===== src/csbu_defs.vh =====
`ifndef CSBU_DEFS_VH
`define CSBU_DEFS_VH
// status register bit positions
`define CSBU_FLAG_C 3'd0
`define CSBU_FLAG_Z 3'd1
`define CSBU_FLAG_N 3'd2
`define CSBU_FLAG_V 3'd3
`define CSBU_FLAG_S 3'd4
`define CSBU_FLAG_H 3'd5
`define CSBU_FLAG_T 3'd6
`define CSBU_FLAG_I 3'd7
// operation codes on i_op
`define CSBU_OP_NONE      5'h00
`define CSBU_OP_CMP_SKIP  5'h01
`define CSBU_OP_CMP       5'h02
`define CSBU_OP_CMP_C     5'h03
`define CSBU_OP_CMP_IMM   5'h04
`define CSBU_OP_SKIP_RBC  5'h05
`define CSBU_OP_SKIP_RBS  5'h06
`define CSBU_OP_SKIP_IOC  5'h07
`define CSBU_OP_SKIP_IOS  5'h08
`define CSBU_OP_BR_SET    5'h09
`define CSBU_OP_BR_CLR    5'h0A
`define CSBU_OP_BR_EQ     5'h0B
`define CSBU_OP_BR_NE     5'h0C
`define CSBU_OP_BR_CS     5'h0D
`define CSBU_OP_BR_CC     5'h0E
`define CSBU_OP_BR_SH     5'h0F
`define CSBU_OP_BR_LO     5'h10
`define CSBU_OP_BR_MI     5'h11
`define CSBU_OP_BR_PL     5'h12
`define CSBU_OP_BR_GE     5'h13
`define CSBU_OP_BR_LT     5'h14
`define CSBU_OP_BR_HS     5'h15
`define CSBU_OP_BR_HC     5'h16
`define CSBU_OP_BR_TS     5'h17
// reset values and cycle counts
`define CSBU_STATUS_RST   8'h00
`define CSBU_PC_RST       16'h0000
`define CSBU_CYC_BR_TAKEN 2'd2
`define CSBU_CYC_SKIP1    2'd2
`define CSBU_CYC_SKIP2    2'd3
`endif


===== src/csbu_sub_flags.v =====
`include "csbu_defs.vh"
// subtract without storing, producing status flags
module csbu_sub_flags (
	input  wire [7:0] i_a,
	input  wire [7:0] i_b,
	input  wire       i_cin,
	input  wire       i_keep_z,
	input  wire       i_z_old,
	output wire [5:0] o_flags
);
	wire [8:0] diff;
	wire [7:0] r;
	wire       fc;
	wire       fz;
	wire       fn;
	wire       fv;
	wire       fh;

	// borrow chain and flag equations
	assign diff = {1'b0, i_a} - {1'b0, i_b} - {8'h00, i_cin};
	assign r    = diff[7:0];
	assign fc   = (~i_a[7] & i_b[7]) | (i_b[7] & r[7]) | (r[7] & ~i_a[7]);
	assign fh   = (~i_a[3] & i_b[3]) | (i_b[3] & r[3]) | (r[3] & ~i_a[3]);
	assign fv   = (i_a[7] & ~i_b[7] & ~r[7]) | (~i_a[7] & i_b[7] & r[7]);
	assign fn   = r[7];
	// with-carry form keeps zero only while result stays zero
	assign fz   = (r == 8'h00) & (~i_keep_z | i_z_old);
	// order: h s v n z c
	assign o_flags = {fh, fn ^ fv, fv, fn, fz, fc};
endmodule


===== src/csbu_core.v =====
`include "csbu_defs.vh"
module csbu_core #(
	parameter PC_W = 16,
	parameter OFS_W = 7
) (
	input  wire              i_clock,
	input  wire              i_nrst,
	input  wire              i_enable,
	input  wire              i_start,
	input  wire [4:0]        i_op,
	input  wire [7:0]        i_rd,
	input  wire [7:0]        i_rr,
	input  wire [7:0]        i_imm,
	input  wire [2:0]        i_bit_sel,
	input  wire [7:0]        i_io_data,
	input  wire [OFS_W-1:0]  i_offset,
	input  wire              i_next_two_word,
	input  wire [PC_W-1:0]   i_pc,
	input  wire              i_status_wr,
	input  wire [7:0]        i_status_wdata,
	output reg  [7:0]        o_status,
	output reg  [PC_W-1:0]   o_pc_next,
	output reg               o_pc_load,
	output reg               o_busy,
	output reg               o_done,
	output reg               o_flags_upd
);
	localparam ST_IDLE = 1'b0;
	localparam ST_WAIT = 1'b1;

	// sequencer state and next-state values
	reg        state_q;
	reg        state_d;
	reg  [1:0] wait_q;
	reg  [1:0] wait_d;
	reg  [7:0] status_d;
	reg  [PC_W-1:0] pc_next_d;
	reg        pc_load_d;
	reg        done_d;
	reg        upd_d;
	reg        cond;
	reg        is_skip;
	reg        is_br;
	reg        is_cmp;
	reg  [7:0] cmp_b;
	reg        cmp_cin;
	reg        keep_z;
	wire [5:0] flags;
	wire [PC_W-1:0] ofs_ext;
	wire [PC_W-1:0] br_target;
	wire [PC_W-1:0] skip_target;
	wire [PC_W-1:0] skip_ofs;
	wire [1:0]      skip_cyc;
	// bit-select and flag helpers
	wire [7:0]      bit_hot;
	wire [7:0]      rr_hit;
	wire [7:0]      io_hit;
	wire [7:0]      st_hit;
	wire            rr_bit;
	wire            io_bit;
	wire            st_bit;
	wire            flag_c;
	wire            flag_z;
	wire            flag_n;
	wire            flag_v;
	wire            flag_h;
	wire            flag_t;
	wire            signed_lt;

	// sign extended displacement and targets
	assign ofs_ext     = {{(PC_W-OFS_W){i_offset[OFS_W-1]}}, i_offset};
	assign br_target   = i_pc + ofs_ext + {{(PC_W-1){1'b0}}, 1'b1};
	assign skip_ofs    = {{(PC_W-2){1'b0}}, (i_next_two_word ? 2'd3 : 2'd2)};
	assign skip_target = i_pc + skip_ofs;
	assign skip_cyc    = i_next_two_word ? `CSBU_CYC_SKIP2 : `CSBU_CYC_SKIP1;

	// named status flags feeding the branch conditions
	assign flag_c    = o_status[`CSBU_FLAG_C];
	assign flag_z    = o_status[`CSBU_FLAG_Z];
	assign flag_n    = o_status[`CSBU_FLAG_N];
	assign flag_v    = o_status[`CSBU_FLAG_V];
	assign flag_h    = o_status[`CSBU_FLAG_H];
	assign flag_t    = o_status[`CSBU_FLAG_T];
	assign signed_lt = flag_n ^ flag_v;

	// one-hot bit index, one slice per bit position
	genvar gi;
	generate
		for (gi = 0; gi < 8; gi = gi + 1) begin : g_bit
			assign bit_hot[gi] = ({29'd0, i_bit_sel} == gi);
			assign rr_hit[gi]  = bit_hot[gi] & i_rr[gi];
			assign io_hit[gi]  = bit_hot[gi] & i_io_data[gi];
			assign st_hit[gi]  = bit_hot[gi] & o_status[gi];
		end
	endgenerate
	assign rr_bit = |rr_hit;
	assign io_bit = |io_hit;
	assign st_bit = |st_hit;

	// operand selection for the compare forms
	always @* begin
		is_cmp  = 1'b0;
		cmp_b   = i_rr;
		cmp_cin = 1'b0;
		keep_z  = 1'b0;
		case (i_op)
			`CSBU_OP_CMP: begin
				is_cmp = 1'b1;
			end
			`CSBU_OP_CMP_C: begin
				is_cmp  = 1'b1;
				cmp_cin = o_status[`CSBU_FLAG_C];
				keep_z  = 1'b1;
			end
			`CSBU_OP_CMP_IMM: begin
				is_cmp = 1'b1;
				cmp_b  = i_imm;
			end
			default: begin
				is_cmp = 1'b0;
			end
		endcase
	end

	csbu_sub_flags u_sub (
		.i_a      (i_rd),
		.i_b      (cmp_b),
		.i_cin    (cmp_cin),
		.i_keep_z (keep_z),
		.i_z_old  (o_status[`CSBU_FLAG_Z]),
		.o_flags  (flags)
	);

	// condition evaluation per operation
	always @* begin
		cond    = 1'b0;
		is_skip = 1'b0;
		is_br   = 1'b0;
		case (i_op)
			`CSBU_OP_CMP_SKIP: begin
				is_skip = 1'b1;
				cond    = (i_rd == i_rr);
			end
			`CSBU_OP_SKIP_RBC: begin
				is_skip = 1'b1;
				cond    = ~rr_bit;
			end
			`CSBU_OP_SKIP_RBS: begin
				is_skip = 1'b1;
				cond    = rr_bit;
			end
			`CSBU_OP_SKIP_IOC: begin
				is_skip = 1'b1;
				cond    = ~io_bit;
			end
			`CSBU_OP_SKIP_IOS: begin
				is_skip = 1'b1;
				cond    = io_bit;
			end
			`CSBU_OP_BR_SET: begin
				is_br = 1'b1;
				cond  = st_bit;
			end
			`CSBU_OP_BR_CLR: begin
				is_br = 1'b1;
				cond  = ~st_bit;
			end
			`CSBU_OP_BR_EQ: begin
				is_br = 1'b1;
				cond  = flag_z;
			end
			`CSBU_OP_BR_NE: begin
				is_br = 1'b1;
				cond  = ~flag_z;
			end
			`CSBU_OP_BR_CS, `CSBU_OP_BR_LO: begin
				is_br = 1'b1;
				cond  = flag_c;
			end
			`CSBU_OP_BR_CC, `CSBU_OP_BR_SH: begin
				is_br = 1'b1;
				cond  = ~flag_c;
			end
			`CSBU_OP_BR_MI: begin
				is_br = 1'b1;
				cond  = flag_n;
			end
			`CSBU_OP_BR_PL: begin
				is_br = 1'b1;
				cond  = ~flag_n;
			end
			`CSBU_OP_BR_GE: begin
				is_br = 1'b1;
				cond  = ~signed_lt;
			end
			`CSBU_OP_BR_LT: begin
				is_br = 1'b1;
				cond  = signed_lt;
			end
			`CSBU_OP_BR_HS: begin
				is_br = 1'b1;
				cond  = flag_h;
			end
			`CSBU_OP_BR_HC: begin
				is_br = 1'b1;
				cond  = ~flag_h;
			end
			`CSBU_OP_BR_TS: begin
				is_br = 1'b1;
				cond  = flag_t;
			end
			default: begin
				cond = 1'b0;
			end
		endcase
	end

	// sequencing: one cycle, or hold busy for the taken extra cycles
	always @* begin
		state_d   = state_q;
		wait_d    = wait_q;
		status_d  = o_status;
		pc_next_d = o_pc_next;
		pc_load_d = 1'b0;
		done_d    = 1'b0;
		upd_d     = 1'b0;
		if (i_status_wr) begin
			status_d = i_status_wdata;
		end
		case (state_q)
			ST_IDLE: begin
				if (i_start) begin
					if (is_cmp) begin
						status_d = {o_status[7:6], flags};
						upd_d    = 1'b1;
						done_d   = 1'b1;
					end else if (is_br & cond) begin
						pc_next_d = br_target;
						state_d   = ST_WAIT;
						wait_d    = `CSBU_CYC_BR_TAKEN - 2'd1;
					end else if (is_skip & cond) begin
						pc_next_d = skip_target;
						state_d   = ST_WAIT;
						wait_d    = skip_cyc - 2'd1;
					end else begin
						done_d = 1'b1;
					end
				end
			end
			ST_WAIT: begin
				wait_d = wait_q - 2'd1;
				if (wait_q == 2'd1) begin
					pc_load_d = 1'b1;
					done_d    = 1'b1;
					state_d   = ST_IDLE;
				end
			end
			default: begin
				state_d = ST_IDLE;
			end
		endcase
	end

	// registers, frozen while enable is low
	always @(posedge i_clock or negedge i_nrst) begin
		if (!i_nrst) begin
			state_q     <= ST_IDLE;
			wait_q      <= 2'd0;
			o_status    <= `CSBU_STATUS_RST;
			o_pc_next   <= `CSBU_PC_RST;
			o_pc_load   <= 1'b0;
			o_busy      <= 1'b0;
			o_done      <= 1'b0;
			o_flags_upd <= 1'b0;
		end else if (i_enable) begin
			state_q     <= state_d;
			wait_q      <= wait_d;
			o_status    <= status_d;
			o_pc_next   <= pc_next_d;
			o_pc_load   <= pc_load_d;
			o_busy      <= (state_d == ST_WAIT);
			o_done      <= done_d;
			o_flags_upd <= upd_d;
		end
	end
endmodule


===== config.mk =====
export PLATFORM = sky130hd
export DESIGN_NAME = csbu_core
export DESIGN_NICKNAME = d
export VERILOG_FILES = /design/src/csbu_sub_flags.v /design/src/csbu_core.v
export VERILOG_INCLUDE_DIRS = /design/src
export SDC_FILE = /design/constraint.sdc
export NUM_CORES = 1
export LEC_CHECK = 0
export BUFFER_PORTS_ARGS = -buffer_cell sky130_fd_sc_hd__buf_2
export CAP_MARGIN = 20
export CORE_UTILIZATION = 39
export CTS_CLUSTER_SIZE = 25
export DETAILED_ROUTE_END_ITERATION = 6
export PLACE_DENSITY_LB_ADDON = 0.15
export SKIP_CTS_REPAIR_TIMING = 1
export SLEW_MARGIN = 20
export SYNTH_ARGS = -nofsm -noshare
export SYNTH_HDL_FRONTEND = slang
export SYNTH_SLANG_ARGS = --single-unit

===== constraint.sdc =====
create_clock -name i_clock -period 6.75 [get_ports i_clock]
set_input_delay 1.35 -clock i_clock [delete_from_list [all_inputs] [get_ports i_clock]]
set_output_delay 1.35 -clock i_clock [all_outputs]
set_load 0.02 [all_outputs]

Yosys cells after proc, flatten, opt, wreduce, memory -nomap -nowiden. Cells that the tools add are included.

Add/subtract/negate cells: 7. Eq/ne operators: 36. Multiplexer cells: 35. Bitwise operators: 59. Reductions and logical operators: 14.

Operator list (number): 5-bit by 4-bit equality test with 1-bit output, second input constant (8); 5-bit equality test, second input constant (8); 8-bit 2-to-1 mux (5); 1-bit bitwise AND (36); 16-bit 2-to-1 mux (2); 8-bit OR reduction (3); 5-bit by 3-bit equality test with 1-bit output, second input constant (4); 1-bit 2-to-1 mux (20); 1-bit case mux with 18 select lines (1); 16-bit by 1-bit adder with 16-bit output, second input constant (1); 16-bit adder (1); 16-bit by 2-bit adder with 16-bit output (1); 1-bit NOT (15); 15-bit OR reduction (1); 3-bit equality test, second input constant (4); 5-bit by 2-bit equality test with 1-bit output, second input constant (2); 8-bit equality test (1); 8-bit zero test (1); 2-bit 2-to-1 mux (4); 8-bit by 1-bit subtractor with 8-bit output (1); 8-bit subtractor (1); 3-bit by 2-bit equality test with 1-bit output, second input constant (2); 3-bit != test, second input constant (2); 1-bit OR (6); 16 further kinds (21).

Bits in registers: 30. Bits of input ports: 77. Output and inout port bits: 28. Word-level logic and storage cells: 159.

Logic depth before layout (Yosys ltp). Gate-level depths: netlist (run 1).

Word-level depth: 11. Depth in mapped cells: 15. Gate-level depth less buffers: 14.

Hierarchy. Synthesis (run 1) repeated with hierarchy kept, for this count alone.

Cell total of the unflattened synthesis: 431. Area, all modules: 3773.6 µm².

By module, submodules not included: csbu_core (instances 1, cells an instance 352, area an instance 3164.3 µm², seq. area each 750.7 µm²); csbu_sub_flags (instances 1, cells an instance 79, area an instance 609.3 µm², seq. area each 0.0 µm²).

Least setup slack after synthesis (run 1). OpenSTA, ideal clock, no wires.

Path type: input to register. Start: input i_op[0]. End: register o_status[1]. Setup time: 83 ps. Data arrival time: 4363 ps. Data required time: 6667 ps. Path slack: 2304 ps. Stages on the path: 14. Path buffers: 1. Cells stage by stage: clkbuf_1 -> nor2_1 -> nand3_1 -> mux2_2 -> fa_1 -> inv_1 -> ha_1 -> nand2_1 -> nand2_1 -> a211o_1 -> a21oi_1 -> xnor2_1 -> or4_1 -> o21ai_0.

Word-level cells in the longest chain between the ends: 9. Elaborated cells between the ends (all ways): 17. Classes of those cells: 2 x add/sub; 3 x eq/ne; 7 x mux; 3 x bitwise; 2 x reduce/logical.

RTL lines: start, declared (RTL line csbu_core.v:10) `input wire [4:0] i_op,`; 5-bit by 3-bit equality test with 1-bit output (RTL line csbu_core.v:106) `case (i_op)`; 8-bit 2-to-1 mux (RTL line csbu_core.v:106); 8-bit subtractor (RTL line csbu_sub_flags.v:20) `assign diff = {1'b0, i_a} - {1'b0, i_b} - {8'h00, i_cin};`; 8-bit by 1-bit subtractor with 8-bit output (RTL line csbu_sub_flags.v:20); 8-bit zero test (RTL line csbu_sub_flags.v:27) `assign fz = (r == 8'h00) & (~i_keep_z | i_z_old);`; 1-bit bitwise AND (RTL line csbu_sub_flags.v:27); 8-bit 2-to-1 mux * (RTL line csbu_core.v:233) `if (is_cmp) begin`; 8-bit 2-to-1 mux * (RTL line csbu_core.v:232) `if (i_start) begin`; 8-bit 2-to-1 mux * (RTL line csbu_core.v:230) `case (state_q)`; end signal, assigned (RTL line csbu_core.v:269) `` o_status <= `CSBU_STATUS_RST; ``; end signal, assigned (RTL line csbu_core.v:278) `o_status <= status_d;`; end, declared (RTL line csbu_core.v:21) `output reg [7:0] o_status,`.

Mark *: on every way between the ends. The rest lies on a longest branch, timed or not. The select of a mux whose other input is x is not followed. A chain may end at the register's enable or synchronous reset.

Final worst setup path (run 1). Same ends and word-level chain as after synthesis.

==> flow_summary_export.csv, run 1 <==
group,metric,value,unit
final_layout,register_area,751,sq um
power,power,1.02,mW
grt,antenna_found_initial,0,
grt,grt_pass1_wl,16.9,mm
timing,setup_ws,2.29,ns
synth,ys_ff_latch,30,
power,irDropWorstVdd,0.117,mV
synth,ys.flop_type,"dfrtp_1",
route,routed-via-count,3667,
route,ant_nets,0,
timing,min_period,4.46,ns
timing,worstMarginPinSlew,0.729,ns
synth,syn_inst,456,
die,rows,34,
timing,finalSetupTns,0,ns
synth,synth_edf_count,0,
final_layout,diodes,0,
synth,ys_seq_area_share,20.8,%
route,avgViaCountPerCell,5.53,
final_layout,nNetsFinal,666,
die,die_h,98.1,um
die,core_area,0.00885,sq mm
die,start_util,40.7,%
timing,slew-limit-headroom,51.4,%
grt,grt_max_degree,32,
clock_network,numCtsBuffers,5,
route,wl_per_cell,15.3,um
synth,synth_nets,568,
timing,period_share,66.0,%
synth,yosys-top-cells-count,"49 x nor2_1, 39 x inv_1, 37 x a21oi_1",
final_layout,instances_no_fill,663,
place,gp_congestion,0.897,
final_layout,drive_gt1_share,24.3,%
timing,finClkSkew,0.0132,ns
place,portBuffers,104,
grt,grt_use_total,21.3,%
timing,setup_viol,0,
clock_network,root_buffer,"clkbuf_8",
timing,rsz0062_at_grt,"no",
status,status,"complete, but fails checks",
synth,ys_types,56,
final_layout,syn2layout_area_growth,20.5,%
die,ios,105,
grt,grt-ovfl-total,0,
route,wirelength,10.1,mm
final_layout,multiInputGateArea,0.00263,sq mm
timing,max_freq,224,MHz
worst_setup_path,worst-setup-path-type,"in -> reg",
power,p_per_area,235,mW/mm^2
synth,syn_area_per_cell,7.90,sq um
clock_network,clock_sinks,30,
worst_hold_path,hold_path.class,"reg -> reg",
place,pre_cts_slack,2.01,ns
timing,hold_viol,0,
worst_setup_path,cp-start-kind,"primary input",
grt,grt_pass1_vias,3613,
die,die-area,0.00963,sq mm
synth,synth_top_area_share,20.8,%
worst_setup_path,crit_required,6.94,ns
synth,synth_area,0.00360,sq mm
final_layout,fillers,941,
synth,synth_async_sr_flop_share,100,%
place,dpl.cell_count,655,
worst_setup_path,path_max_fanout,11,
clock_network,cts_tree,"yes",
synth,yosysMostFrequentCell,"nor2_1",
power,p_leak,2.07,nW
route,drc,3,
synth,synth_warnings,0,
worst_setup_path,cp.arrival,4.65,ns
die,die_w,98.1,um
place,hpwl,8.16,mm
synth,yosys-top-cells-area,"dfrtp_1 21%, ha_1 11%, xor2_1 5.3%",
timing,final-max-slew-violation-count,0,
clock_network,clkTransAtPathRegs,0.07,ns
clock_network,cts_buffer_depth,2,
synth,synth_top_area_cell,"dfrtp_1",
run,drv_cap,0,
clock_network,clock_latency,0.28,ns
route,drt-initial-drc-count,159,
route,dr.pass1.iters,7,
clock_network,h-tree-depth,2,
worst_setup_path,end_kind,"flip-flop",
status,violations,"design-rule violations",
## critical path, stage by stage
cell and delay (ns):
buf_2 0.16, nor2_1 0.21, nand3_1 0.37, mux2_2 0.41, fa_1 0.43, inv_1 0.07
ha_1 0.23, nand2_1 0.06, nand2_1 0.08, a211o_1 0.27, a21oi_1 0.17, xnor2_1 0.15
or4_1 0.54, o21ai_0 0.14
## kinds of logic (layout without fill, tap and decap cells)
logic type / count (synthesis) / in the layout / share of synthesized area, %
AND/OR/NAND/NOR: 158 / 158 / 21.3
AO/OA/AOI/OAI: 119 / 119 / 21.7
flip-flops: 30 / 30 / 20.8
adder cells (fa/ha/maj): 35 / 35 / 12.8
multiplexers: 23 / 23 / 8.30
buffers and inverters: 54 / 153 / 6.11
XOR/XNOR: 37 / 37 / 8.99
## per-stage QoR
step | cell area, sq um | utilization, % | hold WS, ns
floorplan | 3600 | - | 0.524
global placement | 4200 | 47.5 | 0.488
detailed placement | 4200 | 47.5 | 0.494
CTS | 4340 | 49.1 | 0.511
global route | 4340 | 49.1 | 0.523
finish | 4340 | 49.1 | 0.505
## cell usage in the layout, fill, tap and decap left out, types with 3 or more instances in the layout
master     netlist  layout
nand2b_1         4       4
dfrtp_1         30      30
a211o_1          4       4
mux4_2           4       4
nand3_1         18      18
or3_1            4       4
fa_1             3       3
o211ai_1         5       5
clkbuf_8         0       6
nor3_1          12      12
o21a_1           6       6
ha_1            32      32
xnor2_1         15      15
a31oi_1          5       5
nor2_1          49      49
nand3b_1         3       3
o32ai_1          4       4
a211oi_1         4       4
o22a_1           3       3
buf_2            5     104
o21ai_0         21      21
nand2_1         30      30
nor2b_1         13      13
nand4_1          5       5
mux2_2          11      11
o2111ai_1        3       3
mux2i_1          7       7
a21o_1           7       7
a21oi_1         37      37
xor2_1          22      22
and3_1           9       9
inv_1           39      39
## per-layer routing
metal / global-route usage (%) / vias to the layer above / wire [um]
li1: - / 1831 / -
met1: 27.5 / 1727 / 4710
met2: 38.8 / 105 / 5000
met3: 1.43 / 4 / 403
met4: 4.31 / 0 / 34
met5: 0 / - / 0
## sequential cells by signal, summed over array words and instances (netlist names)
name	cells
o_pc_next	16
o_status	8
wait_q	2
o_done	1
o_flags_upd	1
o_pc_load	1
state_q	1
## path summary, 6_finish.rpt
| check | from | to | slack, ns | cells after the start |
|---|---|---|---|---|
| max | i_op[0] | o_status[1]$_DFFE_PN0P_ | 2.29 | 14 |
| min | o_pc_next[12]$_DFFE_PN0P_ | o_pc_next[12]$_DFFE_PN0P_ | 0.50 | 1 |
| max reg2reg | o_status[0]$_DFFE_PN0P_ | o_status[1]$_DFFE_PN0P_ | 3.84 | 11 |
| min reg2reg | o_pc_next[12]$_DFFE_PN0P_ | o_pc_next[12]$_DFFE_PN0P_ | 0.50 | 1 |
| max in group asynchronous | i_nrst | o_status[1]$_DFFE_PN0P_ | 5.15 | 1 |
| min in group asynchronous | i_nrst | o_pc_next[3]$_DFFE_PN0P_ | 1.12 | 1 |
## cell type report
class                           instances  area share, %
Clock buffer                            6           1.90
Clock inverter                          2           1.38
Inverter                               39           3.37
Multi-Input combinational cell        372           60.6
Sequential cell                        30           17.3
Tap cell                              108           3.11
Timing Repair Buffer                  106           12.3
## power by group
part	internal, mW	switching (mW)
clock	0.158	0.0734
combinational	0.204	0.283
sequential	0.247	0.0548
total	0.608	0.411
No activity file was read; power rests on OpenSTA's default activity.
==> inputs of run 2 (changes only) <==
Clock period 6.75 ns to 3.9 ns, I/O delays scaled along.
==> run 2 against run 1 <==
Effect of this change: the flow still finishes with violations (design-rule violations); setup slack got worse by 2.0 ns; highest routed layer unchanged; worst hold slack lost 0.018 ns; first-iteration DRC count is 7.5% lower; wire length is 1.9% lower.
==> flow_summary_export.csv, run 2 (synthesized netlist as in run 1, its figures left out) <==
group,metric,value,unit
final_layout,largest_register,"o_pc_next",
timing,max_freq,279,MHz
grt,grt_max_degree,32,
final_layout,nNetsFinal,675,
worst_hold_path,hold_end,"o_pc_next[9]$_DFFE_PN0P_",
status,status,"complete, but fails checks",
clock_network,cts_buffer_depth,2,
grt,grt_pass1_vias,3686,
timing,slew-limit-headroom,51.6,%
grt,antenna_found_initial,0,
timing,finClkSkew,0.00781,ns
die,ios,105,
timing,period_share,91.8,%
status,violations,"design-rule violations",
route,avgViaCountPerCell,5.43,
route,drt-initial-drc-count,147,
worst_setup_path,crit_required,4.11,ns
final_layout,largest_reg_flops,16,
timing,hold_viol,0,
route,ant_nets,0,
clock_network,cts_tree,"yes",
final_layout,multiInputGateArea,0.00263,sq mm
worst_setup_path,r2r-end,"o_status[1]$_DFFE_PN0P_",
timing,finalSetupTns,0,ns
route,wirelength,9.96,mm
final_layout,final_util,49.5,%
clock_network,clkTransAtPathRegs,0.07,ns
final_layout,syn2layout_area_growth,21.5,%
power,irDropWorstVdd,0.208,mV
worst_setup_path,path_max_fanout,6,
final_layout,diodes,0,
route,dr.pass1.iters,7,
worst_hold_path,hold_path_depth,1,
final_layout,largestRegisters,"o_pc_next (16), o_status (8), wait_q (2)",
timing,setup_viol,0,
worst_setup_path,critPathMaxStageDelay,0.53,ns
die,die_w,98.1,um
worst_setup_path,rr_worst_depth,11,
timing,rsz0062_at_grt,"no",
route,routed-via-count,3647,
worst_hold_path,hold_path.class,"reg -> reg",
worst_hold_path,hold_start,"o_pc_next[9]$_DFFE_PN0P_",
place,gp_congestion,0.887,
place,portBuffers,104,
final_layout,register_area,751,sq um
grt,grt_pass1_wl,16.8,mm
route,wl_per_cell,14.8,um
timing,final-max-slew-violation-count,0,
die,die-area,0.00963,sq mm
grt,grt_use_total,21.3,%
final_layout,mostFrequentLayoutCells,"104 x buf_2, 49 x nor2_1, 39 x inv_1",
clock_network,h-tree-depth,2,
worst_setup_path,cp_common_cell,"nand2_1",
route,drc,5,
timing,worstMarginPinSlew,0.726,ns
timing,min_period,3.58,ns
clock_network,numCtsBuffers,5,
worst_setup_path,cp-start-kind,"primary input",
clock_network,clock_sinks,30,
worst_setup_path,crit_slowest_cell,"or4_1",
die,die_h,98.1,um
power,p_per_area,382,mW/mm^2
clock_network,clock_latency,0.29,ns
worst_setup_path,regToRegSetupSlack,0.99,ns
place,hpwl,8.13,mm
final_layout,layout_commonest_cell,"buf_2",
worst_setup_path,end_kind,"flip-flop",
run,drv_cap,0,
die,core_area,0.00885,sq mm
worst_setup_path,r2r_start,"o_status[0]$_DFFE_PN0P_",
die,rows,34,
final_layout,fillers,906,
power,p_leak,2.10,nW
worst_setup_path,crit_chain,"buf_2, nor2_1, nand3_1, mux2_2, fa_1, inv_1, ha_1, nand2_1, nand2_1, a211o_1, a21oi_1, xnor2_1, or4_1, o21ai_0",
final_layout,drive_gt1_share,25.5,%
worst_setup_path,path_buf_inv,2,
die,start_util,40.7,%
clock_network,root_buffer,"clkbuf_8",
worst_setup_path,cp.arrival,3.79,ns
worst_setup_path,worst-setup-path-type,"in -> reg",
grt,grt-ovfl-total,0,
worst_setup_path,cp_top_family,"simple AND/OR/NAND/NOR gates",
-- run 2: how the worst max path moves through the flow --
stage,start,cells past startpoint,endpoint
after global placement,i_op[4],14,o_status[1]$_DFFE_PN0P_
after detailed placement,i_op[4],14,o_status[1]$_DFFE_PN0P_
after CTS,i_op[4],14,o_status[1]$_DFFE_PN0P_
final,i_op[4],14,o_status[1]$_DFFE_PN0P_
after global routing,i_op[4],14,o_status[1]$_DFFE_PN0P_
after floorplan,i_op[0],14,o_status[1]$_DFFE_PN0P_
-- run 2: metal layers --
metal	global-route usage, %	wire, um	vias to the layer above
li1	-	-	1843
met2	39.7	4910	97
met4	5.48	167	0
met5	0	0	-
met3	2.65	386	16
met1	25.8	4500	1691
-- run 2: final cells by class --
class                   count  share of cell area, %
flip-flops and latches     30                   17.1
inverters                  39                   3.34
repair buffers            115                   13.8
clock buffers               8                   2.52
well taps                 108                   3.09
multi-input cells         372                   60.1
-- run 2: per-stage QoR --
stage	power [mW]	setup WS (ns)	instances	area (sq um)	hold slack, ns
after floorplan	1.09	0.0244	456	3600	0.484
final	1.67	0.321	672	4380	0.487
after global routing	1.81	0.0851	672	4380	0.528
after global placement	1.35	0.0453	664	4270	0.468
after detailed placement	1.37	0.0235	664	4270	0.477
after CTS	1.69	0.324	672	4380	0.494
-- run 2: power by group --
part,leakage (nW),total [mW],switching [mW],internal (mW)
registers,0.349,0.513,0.0862,0.427
logic,1.69,0.845,0.487,0.358
clock network,0.0575,0.316,0.137,0.179
total,2.10,1.67,0.711,0.963
